--- config.mk ---
export PLATFORM = sky130hd
export DESIGN_NAME = rgi_target
export DESIGN_NICKNAME = d
export VERILOG_FILES = /design/src/hdl/rgi_sync.v /design/src/hdl/rgi_startup_timer.v /design/src/hdl/rgi_target.v
export VERILOG_INCLUDE_DIRS = /design/src /design/src/hdl
export SDC_FILE = /design/constraint.sdc
export NUM_CORES = 1
export LEC_CHECK = 0
export ABC_AREA = 1
export BUFFER_PORTS_ARGS = -buffer_cell sky130_fd_sc_hd__buf_2
export CAP_MARGIN = 20
export CORE_MARGIN = 5
export CORE_UTILIZATION = 40
export CTS_CLUSTER_SIZE = 25
export DETAILED_ROUTE_END_ITERATION = 7
export SLEW_MARGIN = 20
export SYNTH_ARGS = -nofsm -noshare
export SYNTH_HDL_FRONTEND = slang
export SYNTH_HIERARCHICAL = 1
export SYNTH_SLANG_ARGS = --single-unit
--- constraint.sdc ---
create_clock -name i_clk -period 5.7 [get_ports i_clk]
set_input_delay 1.425 -clock i_clk [delete_from_list [all_inputs] [get_ports i_clk]]
set_output_delay 1.425 -clock i_clk [all_outputs]
set_load 0.01 [all_outputs]
--- src/hdl/rgi_map.vh ---
// Purpose: Register offsets, defaults and timing counts for the regulator I2C target
// Assumes: 50 MHz system clock
// Notes: Definitions only
`ifndef RGI_MAP_VH
`define RGI_MAP_VH
`define RGI_REG_SET_LOW 3'h1
`define RGI_REG_SET_HIGH 3'h2
`define RGI_REG_CONFIG 3'h3
`define RGI_REG_FLAGS 3'h5
`define RGI_SET_DEFAULT 8'h64
`define RGI_CONFIG_DEFAULT 8'h6F
`define RGI_FLAGS_DEFAULT 8'h00
`define RGI_CONFIG_RESET_BIT 7
`define RGI_ADDR_MSB_VALUE 1'b1
`define RGI_MASTER_CODE_TOP 5'h01
`define RGI_CLK_PERIOD_NS 20
`define RGI_STARTUP_WAIT_US 1000
`define RGI_STARTUP_WAIT_CYCLES ((`RGI_STARTUP_WAIT_US * 1000) / `RGI_CLK_PERIOD_NS)
`endif

--- src/hdl/rgi_sync.v ---
// Purpose: Two flip-flop synchroniser for a group of asynchronous levels
// Assumes: Inputs come from outside the i_clk domain
// Notes: First stage is read only by the second stage
`timescale 1ns/10ps
`default_nettype none
module rgi_sync #(
    parameter WIDTH = 2,
    parameter [WIDTH-1:0] INIT = {WIDTH{1'b1}}
) (
    // Clocking
    input wire i_clk,
    input wire i_sys_rst,
    input wire i_ce,
    // Data
    input wire [WIDTH-1:0] i_async,
    output reg [WIDTH-1:0] o_sync
);
    reg [WIDTH-1:0] meta;

    // Plain double register; reset to the idle bus level
    always @(posedge i_clk) begin
        if (i_sys_rst) begin
            meta <= INIT;
            o_sync <= INIT;
        end else if (i_ce) begin
            meta <= i_async;
            o_sync <= meta;
        end
    end
endmodule
`default_nettype wire

--- src/hdl/rgi_startup_timer.v ---
// Purpose: Start-up wait timer that blocks register writes after a soft reset
// Assumes: One-cycle launch pulse from the register bank
// Notes: Count is a parameter so simulation can shorten it
`timescale 1ns/10ps
`default_nettype none
module rgi_startup_timer #(
    parameter WAIT_CYCLES = 50000
) (
    // Clocking
    input wire i_clk,
    input wire i_sys_rst,
    input wire i_ce,
    // Control
    input wire i_launch,
    output wire o_busy
);
    reg [31:0] count;

    // Reload on launch, count down to zero
    always @(posedge i_clk) begin
        if (i_sys_rst) begin
            count <= 32'h00000000;
        end else if (i_ce) begin
            if (i_launch) begin
                count <= WAIT_CYCLES;
            end else if (count != 32'h00000000) begin
                count <= count - 32'h00000001;
            end
        end
    end

    assign o_busy = (count != 32'h00000000);
endmodule
`default_nettype wire

--- src/hdl/rgi_target.v ---
// Purpose: I2C target with four-register bank for a step-down regulator
// Assumes: SCL and SDA sampled by i_clk (50 MHz); 3.4 Mbps clock high is
//          about 7 cycles, enough for two-flop sync plus edge detection
// Notes: SDA output enable is active low (low = pulling the line low)
// How it works
// - Start is SDA falling while SCL high, seen in any state.
// - SDA sampled on SCL rise, changed only after SCL falls.
// - Acknowledge address only on match, holding SDA low in ninth clock.
// - Direction 0 writes to device, 1 reads; receiver acknowledges bytes.
// - Units of eight data bits plus acknowledge repeat until stop.
// - Stop is SDA rising while SCL high; release bus, await start.
// - Reads of unimplemented register addresses return 0x00.
// - Master code 00001XXX is not acknowledged but enters high speed.
// - After master code a repeated start; same framing at higher rate.
// - A stop leaves high speed operation.
// - Write is address, register address byte, data byte, each acknowledged.
// - Data byte commits on falling edge of its acknowledge clock.
// - Enable falling edge or supply loss restores all register defaults.
// - Writing reset bit restores defaults and launches a new start-up.
// - Registers are not writable until the start-up wait elapses.
// - Setpoint registers at 0x01 and 0x02 default to 0x64.
// - Configuration at 0x03 defaults 0x6F; flags register at 0x05.
// - Address MSB is one, six bits from strap, LSB is direction.
// - Register address byte uses its low three bits as the index.
// - Flags latch until reset or read; read returns then clears them.
// - Configuration bit 7 is the software reset bit.
`timescale 1ns/10ps
`default_nettype none
`include "rgi_map.vh"
module rgi_target #(
    parameter STARTUP_WAIT_CYCLES = `RGI_STARTUP_WAIT_CYCLES
) (
    // Clocking
    input wire i_clk,
    input wire i_sys_rst,
    input wire i_ce,
    // I2C pins (SCL input only, SDA open drain)
    input wire i_scl,
    input wire i_sda,
    output wire o_sda,
    output wire o_sda_oe_n,
    // Strap and power
    input wire [5:0] i_addr_strap,
    input wire i_enable,
    input wire i_supply_lost,
    // Flag events from the converter
    input wire i_evt_thermal_warn,
    input wire i_evt_hiccup,
    input wire i_evt_uvlo,
    // Register contents to the converter
    output reg [7:0] o_output_voltage_setpoint_low,
    output reg [7:0] o_output_voltage_setpoint_high,
    output reg [7:0] o_converter_configuration,
    output reg [7:0] o_latched_flag_report,
    output reg o_startup_launch,
    output wire o_startup_busy,
    output reg o_high_speed_operation
);
    localparam ST_IDLE = 3'h0;
    localparam ST_ADDR = 3'h1;
    localparam ST_PTR = 3'h2;
    localparam ST_WDATA = 3'h3;
    localparam ST_RDATA = 3'h4;
    localparam ST_IGNORE = 3'h5;

    wire [3:0] sync_out;
    wire scl_s;
    wire sda_s;
    wire en_s;
    wire vin_lost_s;
    reg scl_d;
    reg sda_d;
    reg en_d;
    reg [2:0] state;
    reg [3:0] bitcnt;
    reg [7:0] shreg;
    reg [2:0] ptr;
    reg ack_drive;
    reg tx_drive;
    reg [7:0] tx_byte;
    reg ack_phase;
    reg ack_valid;
    reg read_nack;

    // Pins and power inputs pass two flops before use
    rgi_sync #(.WIDTH(4), .INIT(4'h7)) u_sync (
        .i_clk(i_clk),
        .i_sys_rst(i_sys_rst),
        .i_ce(i_ce),
        .i_async({i_supply_lost, i_enable, i_sda, i_scl}),
        .o_sync(sync_out)
    );
    assign scl_s = sync_out[0];
    assign sda_s = sync_out[1];
    assign en_s = sync_out[2];
    assign vin_lost_s = sync_out[3];

    rgi_startup_timer #(.WAIT_CYCLES(STARTUP_WAIT_CYCLES)) u_timer (
        .i_clk(i_clk),
        .i_sys_rst(i_sys_rst),
        .i_ce(i_ce),
        .i_launch(o_startup_launch),
        .o_busy(o_startup_busy)
    );

    // Read mux; unmapped indices give zero
    function [7:0] rgi_read_mux;
        input [2:0] idx;
        input [7:0] lo, hi, cfg, flg;
        begin
            case (idx)
                `RGI_REG_SET_LOW: rgi_read_mux = lo;
                `RGI_REG_SET_HIGH: rgi_read_mux = hi;
                `RGI_REG_CONFIG: rgi_read_mux = cfg;
                `RGI_REG_FLAGS: rgi_read_mux = flg;
                default: rgi_read_mux = 8'h00;
            endcase
        end
    endfunction

    wire scl_rise = scl_s & ~scl_d;
    wire scl_fall = ~scl_s & scl_d;
    wire start_cond = scl_s & scl_d & sda_d & ~sda_s;
    wire stop_cond = scl_s & scl_d & ~sda_d & sda_s;
    wire en_fall = en_d & ~en_s;
    wire hw_reset = en_fall | vin_lost_s;
    wire [7:0] shreg_next = {shreg[6:0], sda_s};
    wire [6:0] own_addr = {`RGI_ADDR_MSB_VALUE, i_addr_strap};
    // Commit point: SCL falling at the end of a data byte's acknowledge
    wire commit = scl_fall & ack_phase & ack_valid & (state == ST_WDATA);
    wire soft_reset = commit & (ptr == `RGI_REG_CONFIG) & shreg[`RGI_CONFIG_RESET_BIT];
    wire write_ok = commit & ~o_startup_busy;
    // Read of flags is taken when the byte is loaded for transmission
    reg load_read;

    // Only drives low: open drain, oe_n low while pulling
    assign o_sda = 1'b0;
    assign o_sda_oe_n = ~(ack_drive | (tx_drive & ~tx_byte[7]));

    // Edge history of synchronised levels
    always @(posedge i_clk) begin
        if (i_sys_rst) begin
            scl_d <= 1'b1;
            sda_d <= 1'b1;
            en_d <= 1'b1;
        end else if (i_ce) begin
            scl_d <= scl_s;
            sda_d <= sda_s;
            en_d <= en_s;
        end
    end

    // Bus protocol engine
    always @(posedge i_clk) begin
        if (i_sys_rst) begin
            state <= ST_IDLE;
            bitcnt <= 4'h0;
            shreg <= 8'h00;
            ptr <= 3'h0;
            ack_drive <= 1'b0;
            tx_drive <= 1'b0;
            tx_byte <= 8'h00;
            ack_phase <= 1'b0;
            ack_valid <= 1'b0;
            read_nack <= 1'b0;
            load_read <= 1'b0;
            o_high_speed_operation <= 1'b0;
        end else if (i_ce) begin
            load_read <= 1'b0;
            if (stop_cond) begin
                // Release everything, drop back to slower settings
                state <= ST_IDLE;
                ack_drive <= 1'b0;
                tx_drive <= 1'b0;
                ack_phase <= 1'b0;
                o_high_speed_operation <= 1'b0;
            end else if (start_cond) begin
                // Repeated starts land here too and keep high speed
                state <= ST_ADDR;
                bitcnt <= 4'h0;
                ack_drive <= 1'b0;
                tx_drive <= 1'b0;
                ack_phase <= 1'b0;
            end else if (state == ST_IDLE || state == ST_IGNORE) begin
                ack_drive <= 1'b0;
                tx_drive <= 1'b0;
            end else if (scl_rise) begin
                if (ack_phase) begin
                    read_nack <= sda_s; // Controller answer on a read byte
                end else begin
                    shreg <= shreg_next;
                    bitcnt <= bitcnt + 4'h1;
                end
            end else if (scl_fall) begin
                if (ack_phase) begin
                    // End of the ninth clock of a unit
                    ack_phase <= 1'b0;
                    ack_drive <= 1'b0;
                    bitcnt <= 4'h0;
                    if (state == ST_RDATA) begin
                        if (read_nack) begin
                            tx_drive <= 1'b0;
                            state <= ST_IGNORE;
                        end else begin
                            tx_byte <= rgi_read_mux(ptr, o_output_voltage_setpoint_low,
                                o_output_voltage_setpoint_high, o_converter_configuration,
                                o_latched_flag_report);
                            load_read <= 1'b1;
                            tx_drive <= 1'b1;
                        end
                    end
                end else if (state == ST_RDATA) begin
                    if (bitcnt == 4'h8) begin
                        tx_drive <= 1'b0; // Release for controller answer
                        ack_phase <= 1'b1;
                        ack_valid <= 1'b0;
                    end else begin
                        tx_byte <= {tx_byte[6:0], 1'b0};
                    end
                end else if (bitcnt == 4'h8) begin
                    // Eight bits in: decide the acknowledge
                    ack_phase <= 1'b1;
                    ack_valid <= 1'b1;
                    case (state)
                        ST_ADDR: begin
                            if (shreg[7:3] == `RGI_MASTER_CODE_TOP) begin
                                o_high_speed_operation <= 1'b1;
                                ack_valid <= 1'b0;
                                state <= ST_IGNORE; // Wait for repeated start
                            end else if (shreg[7:1] == own_addr) begin
                                ack_drive <= 1'b1;
                                if (shreg[0]) begin
                                    state <= ST_RDATA;
                                end else begin
                                    state <= ST_PTR;
                                end
                            end else begin
                                ack_valid <= 1'b0;
                                state <= ST_IGNORE;
                            end
                        end
                        ST_PTR: begin
                            ptr <= shreg[2:0];
                            ack_drive <= 1'b1;
                            // Pointer acknowledge is no commit point, else a read would write
                            ack_valid <= 1'b0;
                            state <= ST_WDATA;
                        end
                        ST_WDATA: begin
                            ack_drive <= 1'b1;
                        end
                        default: begin
                            ack_valid <= 1'b0;
                            state <= ST_IGNORE;
                        end
                    endcase
                end
            end
            // Read byte is loaded on the fall ending the address acknowledge
            if (scl_fall & ack_phase & (state == ST_RDATA) & ack_valid & ~start_cond
                    & ~stop_cond) begin
                tx_byte <= rgi_read_mux(ptr, o_output_voltage_setpoint_low,
                    o_output_voltage_setpoint_high, o_converter_configuration,
                    o_latched_flag_report);
                load_read <= 1'b1;
                tx_drive <= 1'b1;
            end
        end
    end

    // Register bank; resets restore defaults, flags latch events
    always @(posedge i_clk) begin
        if (i_sys_rst) begin
            o_output_voltage_setpoint_low <= `RGI_SET_DEFAULT;
            o_output_voltage_setpoint_high <= `RGI_SET_DEFAULT;
            o_converter_configuration <= `RGI_CONFIG_DEFAULT;
            o_latched_flag_report <= `RGI_FLAGS_DEFAULT;
            o_startup_launch <= 1'b0;
        end else if (i_ce) begin
            o_startup_launch <= 1'b0;
            if (hw_reset | (write_ok & soft_reset)) begin
                o_output_voltage_setpoint_low <= `RGI_SET_DEFAULT;
                o_output_voltage_setpoint_high <= `RGI_SET_DEFAULT;
                o_converter_configuration <= `RGI_CONFIG_DEFAULT;
                o_latched_flag_report <= `RGI_FLAGS_DEFAULT;
                o_startup_launch <= write_ok & soft_reset;
            end else begin
                if (write_ok) begin
                    // Commit on falling edge of the data acknowledge clock
                    case (ptr)
                        `RGI_REG_SET_LOW: o_output_voltage_setpoint_low <= shreg;
                        `RGI_REG_SET_HIGH: o_output_voltage_setpoint_high <= shreg;
                        `RGI_REG_CONFIG: o_converter_configuration <= shreg;
                        default: o_converter_configuration <= o_converter_configuration;
                    endcase
                end
                // Read clears, but events in the same cycle still set
                o_latched_flag_report <= ((load_read && ptr == `RGI_REG_FLAGS) ?
                    8'h00 : o_latched_flag_report) |
                    {3'h0, i_evt_thermal_warn, i_evt_hiccup, 2'h0, i_evt_uvlo};
            end
        end
    end
endmodule
`default_nettype wire

==> flow_summary_export.csv <==
group,metric,value,unit
run_status,status,"finished clean",
synthesis,syn_avg_cell_area,6.49,um^2
detailed_routing,drtPass1Iterations,5,
die,fp-row-count,44,
worst_setup_path,worstSetupPathType,"flop to primary output",
die,initial_core_util,40.7,%
synthesis,yosys_warnings,6,
detailed_routing,wl_per_cell,13.4,um
worst_hold_path,hold_class,"flop to flop",
cells_and_area,fin_nets,973,
clocking,cts_tree,"done",
clocking,ctsResizeCount,0,
clocking,cts.sinks,104,
worst_setup_path,crit_arrival,1.91,ns
grt,gr-total-overflow,0,
placement,io_buffers,46,
timing,fin_crit,3.33,ns
placement,dpl.hpwl,11.1,mm
cells_and_area,final_util,45.0,%
timing,slew-limit-headroom,48.8,%
timing,setup_viol_count_final,0,
placement,gp_congestion,0.867,
clocking,ctsHoldBuffers,0,
grt,antenna_found_initial,0,
synthesis,synth_edf_count,0,
worst_setup_path,end_kind,"primary output",
synthesis,synth_seq_cells,104,
detailed_routing,final_antenna_net_count,0,
clocking,cts_setup_buffers,0,
die,die_h,132,um
synthesis,yosysTopAreaCellShare,35.2,%
detailed_routing,drc,0,
synthesis,syn_inst,912,
timing,finalHoldViolations,0,
grt,grt_pass1_vias,5122,
clocking,ctsLongestPathBuffers,2,
synthesis,synth_common_cells,"nand2_1, nor2_1, dfxtp_1, inv_1, nand3_1",
grt,grt_max_degree,41,
power,power.density,506,nW/um^2
die,die_area,17300,um^2
grt,grt_usage,17.3,%
synthesis,synthDistinctLibCells,50,
detailed_routing,avgViaCountPerCell,4.97,
timing,period_share,58.4,%
synthesis,syn_area,5920,um^2
synthesis,synth_most_common_cell,"nand2_1",
die,core,14500,um^2
run,cap_violations,0,
worst_setup_path,required,4.28,ns
clocking,clockRootBuffer,"clkbuf_16",
timing,fmax,300,MHz
synthesis,synth_seq_area_share,35.2,%
die,die_w,132,um
cells_and_area,insertedDiodeCount,0,
synthesis,synth_top_flop_cell,"dfxtp_1",
power,p_leak,3.07,nW
clocking,htree_levels,3,
worst_setup_path,cpPeakStageDelay,0.36,ns
die,ios,53,
power,peakVddDrop,0.209,mV
worst_setup_path,cp_slowest_cell,"dfxtp_1",
timing,fin_worst_skew,0.0122,ns
cells_and_area,synthToLayoutAreaGrowth,10.5,%
worst_setup_path,cp_cell_sequence,"nor2_1 -> nand2_2 -> nor4_1 -> nand4_1 -> buf_2",
synthesis,synth_top_area_cell,"dfxtp_1",
detailed_routing,via_count,5671,
synthesis,synthTopCellsByArea,"dfxtp_1, nand2_1, nor2_1",
worst_setup_path,cp-start-kind,"flop",
clocking,cts_buffers,9,
timing,slew_viol_final,0,
clocking,clkLatencyLatePin,0.37,ns
cells_and_area,drive_gt1_share,13.6,%
timing,worst_slew_pin_slew,0.765,ns
worst_setup_path,cp_max_fo,5,
detailed_routing,drtIter0Drc,432,
detailed_routing,routed_wl,15.3,mm
timing,rsz0062_at_grt,"no",
synthesis,async_flop_share,0,%
grt,grt_pass1_wl,25.1,mm
clocking,clk_pin_slew,0.08,ns
timing,setup_tns,0,ns
## state kept, by name, summed over array words and instances, names as in the netlist, 3 cells and up
register and count:
u_sync/meta 4, o_converter_configuration 8, bitcnt 4, tx_byte 8, o_output_voltage_setpoint_high 8, shreg 8
u_timer/count 32, u_sync/o_sync 4, o_output_voltage_setpoint_low 8, ptr 3, o_latched_flag_report 3, state 3
## final cells by class
type                       count  area, um^2
fill                        1613        8000
multi-input combinational    674        3230
sequential                   104        2080
inverter                     111         427
timing repair buffer          51         275
clock buffer                  11         243
tap                          184         230
clock inverter                 5        47.5
## worst max-delay path, delay by kind of cell (launching register included)
family | cells | cell delay [ns]
and+or+nand+nor | 4 | 0.95
buffers and inverters | 1 | 0.24
DFF | 1 | 0.36
## report_power, final
part	leakage (nW)	internal, mW	switching [mW]
combinational	2.08	0.571	1.15
clock	0.140	0.317	0.303
sequential	0.846	0.851	0.122
total	3.07	1.74	1.57
## final timing paths
check / from / endpoint / slack [ns] / cells after the start
max: u_timer/count[9]$_SDFFE_PP0P_ / o_startup_busy / 2.37 / 5
min: ack_drive$_SDFFE_PP0P_ / ack_drive$_SDFFE_PP0P_ / 0.45 / 2
max reg2reg: u_timer/count[9]$_SDFFE_PP0P_ / o_converter_configuration[4]$_SDFFE_PP0P_ / 3.16 / 11
min reg2reg: ack_drive$_SDFFE_PP0P_ / ack_drive$_SDFFE_PP0P_ / 0.45 / 2
## kinds of logic after synthesis
family                   after synthesis  synth area share (%)
buffers and inverters                139                  10.5
AO/OA/AOI/OAI                        136                  13.0
other                                  1                0.0634
flip-flops                           104                  35.2
XOR/XNOR                               5                 0.740
adder cells (fa/ha/maj)                6                  1.27
AND/OR/NAND/NOR                      521                  39.2
## through the flow
stage | area, um^2 | setup slack [ns] | total power, mW | hold slack [ns] | std cells
3_5_place_dp | 6230 | 2.31 | 2.69 | 0.441 | 1123
4_1_cts | 6520 | 2.34 | 3.32 | 0.453 | 1139
2_1_floorplan | 5940 | 3.14 | 2.38 | 0.429 | 917
3_3_place_gp | 6230 | 2.30 | 2.68 | 0.440 | 1123
6_report | 6540 | 2.37 | 3.31 | 0.451 | 1140
5_1_grt | 6540 | 2.18 | 3.64 | 0.471 | 1140
## layout by cell type, fill, tap and decap left out, drive strengths merged, types with 4 or more instances in the layout
cell type / instances
a21oi: 67
nand3: 75
ha: 6
buf: 51
nor3: 14
nand2: 246
xor2: 4
clkbuf: 11
inv: 113
conb: 6
o21ai: 55
nor2: 159
nand4: 15
or2: 4
dfxtp: 104
## per-layer routing
metal,wire (um),global-route usage (%),part of all wire (%)
met5,0,0,0
met4,235,5.77,1.5
met3,576,3.44,3.8
met2,7230,28.7,47
met1,7230,22.7,47
(Power assumes the default switching activity.)
